<file path="src/core/isf_pkg.sv">
// constants and register map of the two-wire interrupt status flags
// How it works
// start or restart sets start flag, bit 10
// stop condition sets stop flag, bit 9
// activity flag sets, sticks after idle
// activity clears: disable, two clear reads, reset
// slave transmit nack sets done flag, bit 7
// transmit failure sets abort flag, bit 6
// abort cause latched for software read
// abort flushes fifo until abort clear read
// remote master read sets request flag, bit 5
// pending read request holds clock low
// processor answers request via data port
// read request clear read drops flag
// level at or below threshold sets bit 4
// level above threshold clears bit 4
// disabled: fifo flushed, bit 4 follows activity
// idle with enable low drives bit 4 low
// write into full fifo sets overflow, bit 3
// overflow holds until internal enable drops; the combined clear read also clears it
// mask register gates the masked status
// flags zero after reset, status unwritable
package isf_pkg;
    localparam int unsigned ADDR_W = 32;
    localparam int unsigned DATA_W = 16;
    // register byte addresses
    localparam logic [31:0] ADDR_DATA_CMD = 32'h50001310;
    localparam logic [31:0] ADDR_ENABLE = 32'h5000136C;
    localparam logic [31:0] ADDR_TX_THRESH = 32'h5000133C;
    localparam logic [31:0] ADDR_MASKED_STAT = 32'h5000132C;
    localparam logic [31:0] ADDR_INTR_MASK = 32'h50001330;
    localparam logic [31:0] ADDR_RAW_STAT = 32'h50001334;
    localparam logic [31:0] ADDR_CLR_COMBINED = 32'h50001340;
    localparam logic [31:0] ADDR_CLR_RD_REQ = 32'h50001350;
    localparam logic [31:0] ADDR_CLR_TX_ABORT = 32'h50001354;
    localparam logic [31:0] ADDR_CLR_ACTIVITY = 32'h5000135C;
    localparam logic [31:0] ADDR_ABORT_CAUSE = 32'h50001380;
    // status bit positions
    localparam int unsigned BIT_START = 10;
    localparam int unsigned BIT_STOP = 9;
    localparam int unsigned BIT_ACTIVITY = 8;
    localparam int unsigned BIT_TX_DONE = 7;
    localparam int unsigned BIT_TX_ABORT = 6;
    localparam int unsigned BIT_RD_REQ = 5;
    localparam int unsigned BIT_TX_LOW = 4;
    localparam int unsigned BIT_TX_OVER = 3;
    // transmit fifo
    localparam int unsigned FIFO_DEPTH = 32;
    localparam int unsigned PTR_W = 5;
    localparam int unsigned LVL_W = 6;
    localparam logic [5:0] FIFO_FULL_LVL = 6'h20;
    localparam logic [5:0] LVL_ZERO = 6'h00;
    localparam logic [5:0] LVL_ONE = 6'h01;
    localparam logic [4:0] PTR_ONE = 5'h01;
    // reset values
    localparam logic [15:0] MASK_RESET = 16'h0FFF & 16'h08FF;
    localparam logic [4:0] THRESH_RESET = 5'h00;
    localparam logic [15:0] CAUSE_RESET = 16'h0000;
    localparam logic [15:0] WORD_ZERO = 16'h0000;
    localparam logic [15:0] STAT_USED = 16'h07F8;
endpackage : isf_pkg

</file>
<file path="src/core/isf_status.sv">
// interrupt status flags, transmit fifo and read request clock hold
`timescale 1ns/100ps
module isf_status (
    // clock and reset
    input wire logic clock,
    input wire logic rst_n,
    // register access
    input wire logic reg_rd,
    input wire logic reg_wr,
    input wire logic [31:0] reg_addr,
    input wire logic [15:0] reg_wdata,
    output logic [15:0] reg_rdata,
    // events and levels from the bus controller core
    input wire logic core_start_seen,
    input wire logic core_stop_seen,
    input wire logic core_busy,
    input wire logic core_slave_tx_nack,
    input wire logic core_tx_abort,
    input wire logic [15:0] core_abort_cause,
    input wire logic core_read_request,
    input wire logic core_tx_pop,
    // towards the core and the clock line
    output logic [7:0] tx_head,
    output logic [5:0] tx_level,
    output logic tx_flushed,
    output logic internal_enable_signal,
    output logic scl_hold_low,
    output logic [15:0] masked_interrupt_status
);
    logic controller_enable_bit;
    logic [4:0] transmit_threshold_reg;
    logic [15:0] interrupt_mask_reg;
    logic [15:0] abort_cause_reg;
    logic start_seen_flag;
    logic stop_seen_flag;
    logic activity_flag;
    logic tx_done_flag;
    logic transmit_abort_flag;
    logic read_request_flag;
    logic tx_low_flag;
    logic tx_over_flag;
    logic [7:0] fifo_mem [isf_pkg::FIFO_DEPTH];
    logic [4:0] wr_ptr;
    logic [4:0] rd_ptr;
    logic [15:0] raw_status;

    function automatic logic hit(input logic [31:0] a, input logic [31:0] target);
        hit = (a == target);
    endfunction : hit

    wire rd_combined = reg_rd && hit(reg_addr, isf_pkg::ADDR_CLR_COMBINED);
    wire rd_clr_act = reg_rd && hit(reg_addr, isf_pkg::ADDR_CLR_ACTIVITY);
    wire rd_clr_abort = reg_rd && hit(reg_addr, isf_pkg::ADDR_CLR_TX_ABORT);
    wire rd_clr_rdreq = reg_rd && hit(reg_addr, isf_pkg::ADDR_CLR_RD_REQ);
    wire wr_data = reg_wr && hit(reg_addr, isf_pkg::ADDR_DATA_CMD);
    // fifo is held flushed while disabled or while an abort is pending
    wire flush = !controller_enable_bit || transmit_abort_flag;
    wire fifo_full = (tx_level == isf_pkg::FIFO_FULL_LVL);
    wire push = wr_data && !flush && !fifo_full;
    wire pop = core_tx_pop && !flush && (tx_level != isf_pkg::LVL_ZERO);

    // control registers
    always_ff @(posedge clock) begin
        if (!rst_n) begin
            controller_enable_bit <= 1'b0;
            transmit_threshold_reg <= isf_pkg::THRESH_RESET;
            interrupt_mask_reg <= isf_pkg::MASK_RESET;
        end else if (reg_wr) begin
            if (hit(reg_addr, isf_pkg::ADDR_ENABLE)) begin
                controller_enable_bit <= reg_wdata[0];
            end
            if (hit(reg_addr, isf_pkg::ADDR_TX_THRESH)) begin
                transmit_threshold_reg <= reg_wdata[4:0];
            end
            if (hit(reg_addr, isf_pkg::ADDR_INTR_MASK)) begin
                interrupt_mask_reg <= reg_wdata & isf_pkg::STAT_USED;
            end
        end
    end

    // internal enable falls only once the state machines are idle
    always_ff @(posedge clock) begin
        if (!rst_n) begin
            internal_enable_signal <= 1'b0;
        end else begin
            internal_enable_signal <= controller_enable_bit
                || (internal_enable_signal && core_busy);
        end
    end

    // transmit fifo storage and pointers
    always_ff @(posedge clock) begin
        if (push) begin
            fifo_mem[wr_ptr] <= reg_wdata[7:0];
        end
    end

    always_ff @(posedge clock) begin
        if (!rst_n) begin
            wr_ptr <= '0;
            rd_ptr <= '0;
            tx_level <= isf_pkg::LVL_ZERO;
        end else if (flush) begin
            wr_ptr <= '0;
            rd_ptr <= '0;
            tx_level <= isf_pkg::LVL_ZERO;
        end else begin
            if (push) begin
                wr_ptr <= wr_ptr + isf_pkg::PTR_ONE;
            end
            if (pop) begin
                rd_ptr <= rd_ptr + isf_pkg::PTR_ONE;
            end
            if (push && !pop) begin
                tx_level <= tx_level + isf_pkg::LVL_ONE;
            end else if (pop && !push) begin
                tx_level <= tx_level - isf_pkg::LVL_ONE;
            end
        end
    end

    // head word lags the pointer by one edge
    always_ff @(posedge clock) begin
        if (!rst_n) begin
            tx_head <= 8'h00;
            tx_flushed <= 1'b1;
        end else begin
            tx_head <= fifo_mem[rd_ptr];
            tx_flushed <= flush;
        end
    end

    // bus condition flags, cleared by the combined clear or disable
    always_ff @(posedge clock) begin
        if (!rst_n) begin
            start_seen_flag <= 1'b0;
            stop_seen_flag <= 1'b0;
            tx_done_flag <= 1'b0;
        end else begin
            if (core_start_seen) begin
                start_seen_flag <= 1'b1;
            end else if (rd_combined || !internal_enable_signal) begin
                start_seen_flag <= 1'b0;
            end
            if (core_stop_seen) begin
                stop_seen_flag <= 1'b1;
            end else if (rd_combined || !internal_enable_signal) begin
                stop_seen_flag <= 1'b0;
            end
            if (core_slave_tx_nack) begin
                tx_done_flag <= 1'b1;
            end else if (rd_combined || !internal_enable_signal) begin
                tx_done_flag <= 1'b0;
            end
        end
    end

    // sticky activity; a busy core wins over a clear in the same cycle
    always_ff @(posedge clock) begin
        if (!rst_n) begin
            activity_flag <= 1'b0;
        end else if (core_busy) begin
            activity_flag <= 1'b1;
        end else if (rd_combined || rd_clr_act || !internal_enable_signal) begin
            activity_flag <= 1'b0;
        end
    end

    // transmit abort with its cause
    always_ff @(posedge clock) begin
        if (!rst_n) begin
            transmit_abort_flag <= 1'b0;
            abort_cause_reg <= isf_pkg::CAUSE_RESET;
        end else if (core_tx_abort) begin
            transmit_abort_flag <= 1'b1;
            abort_cause_reg <= core_abort_cause;
        end else if (rd_clr_abort || rd_combined) begin
            transmit_abort_flag <= 1'b0;
            abort_cause_reg <= isf_pkg::CAUSE_RESET;
        end
    end

    // read request and the clock hold that goes with it
    always_ff @(posedge clock) begin
        if (!rst_n) begin
            read_request_flag <= 1'b0;
            scl_hold_low <= 1'b0;
        end else if (core_read_request) begin
            read_request_flag <= 1'b1;
            scl_hold_low <= 1'b1;
        end else if (rd_clr_rdreq || rd_combined) begin
            read_request_flag <= 1'b0;
            scl_hold_low <= 1'b0;
        end
    end

    // level and overflow flags
    always_ff @(posedge clock) begin
        if (!rst_n) begin
            tx_low_flag <= 1'b0;
            tx_over_flag <= 1'b0;
        end else begin
            // flushed level reads zero, so low follows the internal enable
            tx_low_flag <= internal_enable_signal
                && (tx_level <= {1'b0, transmit_threshold_reg});
            if (wr_data && !flush && fifo_full) begin
                tx_over_flag <= 1'b1;
            end else if (!internal_enable_signal || rd_combined) begin
                tx_over_flag <= 1'b0;
            end
        end
    end

    always_comb begin
        raw_status = isf_pkg::WORD_ZERO;
        raw_status[isf_pkg::BIT_START] = start_seen_flag;
        raw_status[isf_pkg::BIT_STOP] = stop_seen_flag;
        raw_status[isf_pkg::BIT_ACTIVITY] = activity_flag;
        raw_status[isf_pkg::BIT_TX_DONE] = tx_done_flag;
        raw_status[isf_pkg::BIT_TX_ABORT] = transmit_abort_flag;
        raw_status[isf_pkg::BIT_RD_REQ] = read_request_flag;
        raw_status[isf_pkg::BIT_TX_LOW] = tx_low_flag;
        raw_status[isf_pkg::BIT_TX_OVER] = tx_over_flag;
    end

    // masked view, also exported; status registers ignore writes
    always_ff @(posedge clock) begin
        if (!rst_n) begin
            masked_interrupt_status <= isf_pkg::WORD_ZERO;
        end else begin
            masked_interrupt_status <= raw_status & interrupt_mask_reg;
        end
    end

    // read data one edge after the strobe; unmapped reads give zero
    always_ff @(posedge clock) begin
        if (!rst_n) begin
            reg_rdata <= isf_pkg::WORD_ZERO;
        end else if (reg_rd) begin
            case (reg_addr)
                isf_pkg::ADDR_MASKED_STAT: reg_rdata <= raw_status & interrupt_mask_reg;
                isf_pkg::ADDR_RAW_STAT: reg_rdata <= raw_status;
                isf_pkg::ADDR_INTR_MASK: reg_rdata <= interrupt_mask_reg;
                isf_pkg::ADDR_ENABLE: reg_rdata <= {15'h0000, controller_enable_bit};
                isf_pkg::ADDR_TX_THRESH: reg_rdata <= {11'h000, transmit_threshold_reg};
                isf_pkg::ADDR_ABORT_CAUSE: reg_rdata <= abort_cause_reg;
                isf_pkg::ADDR_CLR_COMBINED: reg_rdata <= {15'h0000, |raw_status};
                isf_pkg::ADDR_CLR_ACTIVITY: reg_rdata <= {15'h0000, activity_flag};
                isf_pkg::ADDR_CLR_TX_ABORT: reg_rdata <= {15'h0000, transmit_abort_flag};
                isf_pkg::ADDR_CLR_RD_REQ: reg_rdata <= {15'h0000, read_request_flag};
                default: reg_rdata <= isf_pkg::WORD_ZERO;
            endcase
        end else begin
            reg_rdata <= isf_pkg::WORD_ZERO;
        end
    end

    chk_start_sets: assert property (@(posedge clock) disable iff (!rst_n)
        core_start_seen |=> start_seen_flag)
        else $error("start flag missed");
    chk_stop_sets: assert property (@(posedge clock) disable iff (!rst_n)
        core_stop_seen |=> stop_seen_flag)
        else $error("stop flag missed");
    chk_activity_sticks: assert property (@(posedge clock) disable iff (!rst_n)
        activity_flag && !core_busy && internal_enable_signal && !rd_combined
        && !rd_clr_act |=> activity_flag)
        else $error("activity flag dropped on its own");
    chk_activity_clear: assert property (@(posedge clock) disable iff (!rst_n)
        rd_clr_act && !core_busy |=> !activity_flag)
        else $error("activity clear read ignored");
    chk_done_sets: assert property (@(posedge clock) disable iff (!rst_n)
        core_slave_tx_nack |=> tx_done_flag)
        else $error("transmit done flag missed");
    chk_abort_cause: assert property (@(posedge clock) disable iff (!rst_n)
        core_tx_abort |=> transmit_abort_flag && abort_cause_reg == $past(core_abort_cause))
        else $error("abort cause not latched");
    chk_abort_flush: assert property (@(posedge clock) disable iff (!rst_n)
        transmit_abort_flag |=> tx_level == isf_pkg::LVL_ZERO)
        else $error("fifo not flushed under abort");
    chk_rdreq_hold: assert property (@(posedge clock) disable iff (!rst_n)
        read_request_flag |-> scl_hold_low)
        else $error("clock not held for read request");
    chk_rdreq_clear: assert property (@(posedge clock) disable iff (!rst_n)
        rd_clr_rdreq && !core_read_request |=> !read_request_flag)
        else $error("read request not cleared");
    chk_low_level: assert property (@(posedge clock) disable iff (!rst_n)
        internal_enable_signal && tx_level <= {1'b0, transmit_threshold_reg} |=> tx_low_flag)
        else $error("level low flag missed");
    chk_low_idle: assert property (@(posedge clock) disable iff (!rst_n)
        !internal_enable_signal |=> !tx_low_flag)
        else $error("level low flag set while idle");
    chk_over_sets: assert property (@(posedge clock) disable iff (!rst_n)
        wr_data && !flush && fifo_full && !core_tx_pop
        |=> tx_over_flag && tx_level == isf_pkg::FIFO_FULL_LVL)
        else $error("overflow flag missed");
    chk_over_drop: assert property (@(posedge clock) disable iff (!rst_n)
        !internal_enable_signal && !wr_data |=> !tx_over_flag)
        else $error("overflow kept after enable drop");
    chk_mask_gate: assert property (@(posedge clock) disable iff (!rst_n)
        1'b1 |=> masked_interrupt_status == ($past(raw_status) & $past(interrupt_mask_reg)))
        else $error("masked status wrong");
    chk_abort_flushed: assert property (@(posedge clock) disable iff (!rst_n)
        transmit_abort_flag |=> tx_flushed)
        else $error("fifo not marked flushed under abort");
    chk_abort_clear: assert property (@(posedge clock) disable iff (!rst_n)
        rd_clr_abort && !core_tx_abort |=> !transmit_abort_flag && ~|abort_cause_reg)
        else $error("abort clear read ignored");
    chk_rdreq_sets: assert property (@(posedge clock) disable iff (!rst_n)
        core_read_request |=> read_request_flag && scl_hold_low)
        else $error("read request flag missed");
    chk_low_high: assert property (@(posedge clock) disable iff (!rst_n)
        tx_level > {1'b0, transmit_threshold_reg} |=> !tx_low_flag)
        else $error("level low flag kept above threshold");
    chk_disable_flush: assert property (@(posedge clock) disable iff (!rst_n)
        !controller_enable_bit |=> tx_level == isf_pkg::LVL_ZERO)
        else $error("fifo not flushed while disabled");
    chk_enable_hold: assert property (@(posedge clock) disable iff (!rst_n)
        !controller_enable_bit && core_busy && internal_enable_signal |=> internal_enable_signal)
        else $error("internal enable dropped while busy");
    chk_enable_drop: assert property (@(posedge clock) disable iff (!rst_n)
        !controller_enable_bit && !core_busy |=> !internal_enable_signal)
        else $error("internal enable kept while idle");
    chk_over_keeps: assert property (@(posedge clock) disable iff (!rst_n)
        tx_over_flag && internal_enable_signal && !rd_combined |=> tx_over_flag)
        else $error("overflow flag dropped early");
    chk_start_clear: assert property (@(posedge clock) disable iff (!rst_n)
        rd_combined && !core_start_seen |=> !start_seen_flag)
        else $error("start flag not cleared");
    chk_done_clear: assert property (@(posedge clock) disable iff (!rst_n)
        rd_combined && !core_slave_tx_nack |=> !tx_done_flag)
        else $error("transmit done flag not cleared");
    chk_activity_disable: assert property (@(posedge clock) disable iff (!rst_n)
        !internal_enable_signal && !core_busy |=> !activity_flag)
        else $error("activity kept while disabled");
    chk_status_read: assert property (@(posedge clock) disable iff (!rst_n)
        reg_rd && reg_addr == isf_pkg::ADDR_MASKED_STAT
        |=> reg_rdata == ($past(raw_status) & $past(interrupt_mask_reg)))
        else $error("masked status read wrong");
    chk_reset_zero: assert property (@(posedge clock)
        !rst_n |=> raw_status == isf_pkg::WORD_ZERO
        && masked_interrupt_status == isf_pkg::WORD_ZERO)
        else $error("flags not zero after reset");
    chk_level_cap: assert property (@(posedge clock) disable iff (!rst_n)
        tx_level <= isf_pkg::FIFO_FULL_LVL)
        else $error("fifo level above depth");
endmodule : isf_status

</file>
<file path="config.mk">
export PLATFORM = sky130hd
export DESIGN_NAME = isf_status
export DESIGN_NICKNAME = d
export VERILOG_FILES = /design/src/core/isf_pkg.sv /design/src/core/isf_status.sv
export SDC_FILE = /design/constraint.sdc
export NUM_CORES = 1
export LEC_CHECK = 0
export ABC_CLOCK_PERIOD_IN_PS = 6000
export BUFFER_PORTS_ARGS = -buffer_cell sky130_fd_sc_hd__buf_2
export CAP_MARGIN = 20
export CORE_MARGIN = 2
export CORE_UTILIZATION = 42
export DETAILED_ROUTE_END_ITERATION = 8
export PLACE_DENSITY = 0.6
export REMOVE_ABC_BUFFERS = 1
export SYNTH_ARGS = -nofsm -noshare
export SYNTH_HDL_FRONTEND = slang
export SYNTH_SLANG_ARGS = --single-unit
</file>
<file path="constraint.sdc">
create_clock -name clock -period 6 [get_ports clock]
set_input_delay 1.2 -clock clock [delete_from_list [all_inputs] [get_ports clock]]
set_output_delay 1.2 -clock clock [all_outputs]
set_load 0.02 [all_outputs]
</file>
==> reports/results.tsv <==
metric	value	unit
run status	complete, no violations	
fin. max-slew vios	0	
final-stage net count	1048	
wire length of the first global-routing pass	45800	um
headroom to the max-slew limit	35.4	%
Ant. Diodes	0	
ANT nets after route	0	
synthesis-stage register bit count	345	
worst min-delay path category	register to register	
worst-case setup margin in the final layout	2.11	ns
setup violation total in the final timing report	0	
fraction of power spent switching nets	20.1	%
width of the die	185	um
area delta synth->final	15.8	%
Initial Utilization	42.4	%
total vias in the final route	7745	
highest-utilization routing layer at the global route stage	met2	
synthesized instance count	848	
final number of hold-violating endpoints	0	
post-DR vias/cell	5.43	
share of the synthesized area in the top cell type	56.0	%
largest net degree at the start of global routing	44	
required time worst endpoint	6.43	ns
initial antenna violation count	0	
PortBufs	110	
power density over cell area	311	nW/um^2
buffers inserted by post-CTS timing repair	0	
met1 Usage GRT	24.8	%
number of warnings issued by yosys	0	
floorplan die height	185	um
share of total power in sequential cells	52.1	%
clk buf depth	3	
fill cell total of the finished layout	2777	
met2 track demand over resource in global routing	29.3	%
met3 Resource Use GR	3.14	%
RSZ-0062 raised after global routing	no	
largest clock skew in the final design	0.0158	ns
total global routing track utilization	17.8	%
average wire per standard cell	20.8	um
dominant cell by count in the synthesized netlist	edfxtp_1	
Final min period	3.89	ns
portion of total power attributed to the clock network	45.8	%
CP Capture Type	register	
Largest register FFs	256	
startpoint type of the worst setup path	input pin	
sequential cell area fraction in the yosys report	69.0	%
Data arrival, critical path	4.32	ns
buffer cell driving the clock tree root	clkbuf_16	
maximum level of the CTS H-tree	2	
vias in the first global route	7782	
Synth Flop Type	edfxtp_1	
Routed WL	29700	um
switching power of the nets	0.000993	W
gpl congestion	0.799	
cts repair resizes	0	
CTS buffer count	37	
source-to-sink clock delay at the later pin of the worst-skew pair	0.52	ns
placed wire-length estimate after detailed placement	18600	um
detailed-router iteration count before antenna repair	6	
residual DRC count	0	
CTS hold repair buffers	0	
most instantiated cells after synthesis	edfxtp_1, dfxtp_1, nor2_1	
total negative slack	0	ns
final worst path period share	64.8	%
fraction of registers with async set or reset after synthesis	0	%
top-level port count	124	
clock input transition at the sequential cells of the worst setup and hold paths	0.06	ns
floorplan die area	34100	um^2
share of cells above drive strength 1	26.8	%
Placement Setup Slack	1.62	ns
flop-to-flop setup slack	2.38	ns
internal power of the cells	0.00395	W
transition time of the tightest slew-check pin	0.963	ns
total congestion overflow after global routing	0	
worst hold margin	0.465	ns
number of flops mapped to enable cells by yosys	256	
post-synthesis cell area	13700	um^2
crit path kind	input pin to register	
max capacitance violation total	0	
number of placement rows	66	
clock tree from TritonCTS	yes	
syn_area_per_cell	16.2	um^2
largest area contributor in the netlist	edfxtp_1	
biggest area contributors in the synthesized netlist	edfxtp_1, dfxtp_1, mux4_2	
clock sink count	345	
Fmax achieved	0.257	GHz
maximum resistive drop on vdd	0.000178	V
leakage power total	5.39	nW
relative contribution of combinational cells to total power	2.1	%
DRT iter0 DRCs	637	
placeable core region	32400	um^2
library cells used by synthesis	65	
largest fanout of any net on the critical path	10	
-- routing by layer --
| layer | part of all wire [%] | vias up |
|---|---|---|
| met5 | 0 | - |
| met4 | 1.8 | 0 |
| met3 | 5.6 | 43 |
| met2 | 48 | 253 |
| met1 | 45 | 3870 |
| li1 | - | 3579 |
-- through the flow --
step           total power (W)  util (%)  cells  instance area [um^2]
2_1_floorplan          0.00266         -    801                 13500
3_3_place_gp           0.00273      45.2   1358                 14600
3_5_place_dp           0.00273      45.2   1358                 14600
4_1_cts                0.00498      49.0   1426                 15900
5_1_grt                0.00508      49.1   1427                 15900
6_report               0.00494      49.1   1427                 15900
-- worst max-delay path: stages --
cell and delay [ns]:
buf_2 0.16, or4_4 0.55, nor3_4 0.25, nand2_1 0.19
nor2_1 0.14, ha_1 0.29, inv_1 0.18, ha_1 0.31
nor2b_1 0.13, o21a_1 0.17, o21ai_0 0.13, or3b_2 0.45
a21oi_1 0.14
-- cells in the final DEF (no fill, tap or decap), types with 4 or more instances in the layout --
cell       count
edfxtp_1     256
buf_2        110
dfxtp_1       87
nor2_1        69
mux4_2        64
clkbuf_16     39
a22o_1        36
nand2_1       35
nand3_1       19
inv_1         18
a221oi_1      17
a21oi_1       16
ha_1          16
mux2i_1       15
and3_1         9
a21o_1         9
o21ai_0        9
o22ai_1        8
conb_1         8
clkinv_2       8
and2_1         7
a222oi_1       7
clkbuf_1       7
nor4_1         6
nor3_1         6
buf_4          6
or3b_2         5
clkbuf_8       5
or3_1          4
nor2b_1        4
nand4_1        4
a31oi_1        4
xor2_1         4
-- cells by family after synthesis --
| logic type | share of synthesized area (%) |
|---|---|
| AOI/OAI and AO/OA | 7.06 |
| and+or+nand+nor | 7.65 |
| xor gates and xnor gates | 0.447 |
| other | 0.0273 |
| buffers and inverters | 2.40 |
| adders and majority gates | 1.61 |
| muxes | 11.8 |
| DFF | 69.0 |
-- area by class of cell --
class / count / area (um^2) / area share (%)
Sequential cell: 345 / 9470 / 59.6
Multi-Input combinational cell: 438 / 3960 / 24.9
Clock buffer: 51 / 1070 / 6.74
Timing Repair Buffer: 116 / 596 / 3.75
Tap cell: 442 / 553 / 3.48
Clock inverter: 17 / 165 / 1.04
Inverter: 18 / 67.6 / 0.425
-- power by group through the flow --
stage,combinational [W],sequential (W),clock (W)
finish,0.000103,0.00258,0.00226
global route,0.000113,0.00258,0.00239
CTS,0.000104,0.00258,0.00230
detailed placement,0.000103,0.00263,0
global placement,0.000101,0.00263,0
floorplan,0.0000288,0.00263,0
-- worst paths after layout --
check | startpoint | endpoint | depth (start not counted)
max | reg_addr[2] | tx_level[4] | 13
max reg2reg | tx_level[2] | tx_level[4] | 12
min reg2reg | abort_cause_reg[12] | reg_rdata[12] | 1
min | abort_cause_reg[12] | reg_rdata[12] | 1
(Power assumes the default switching activity.)
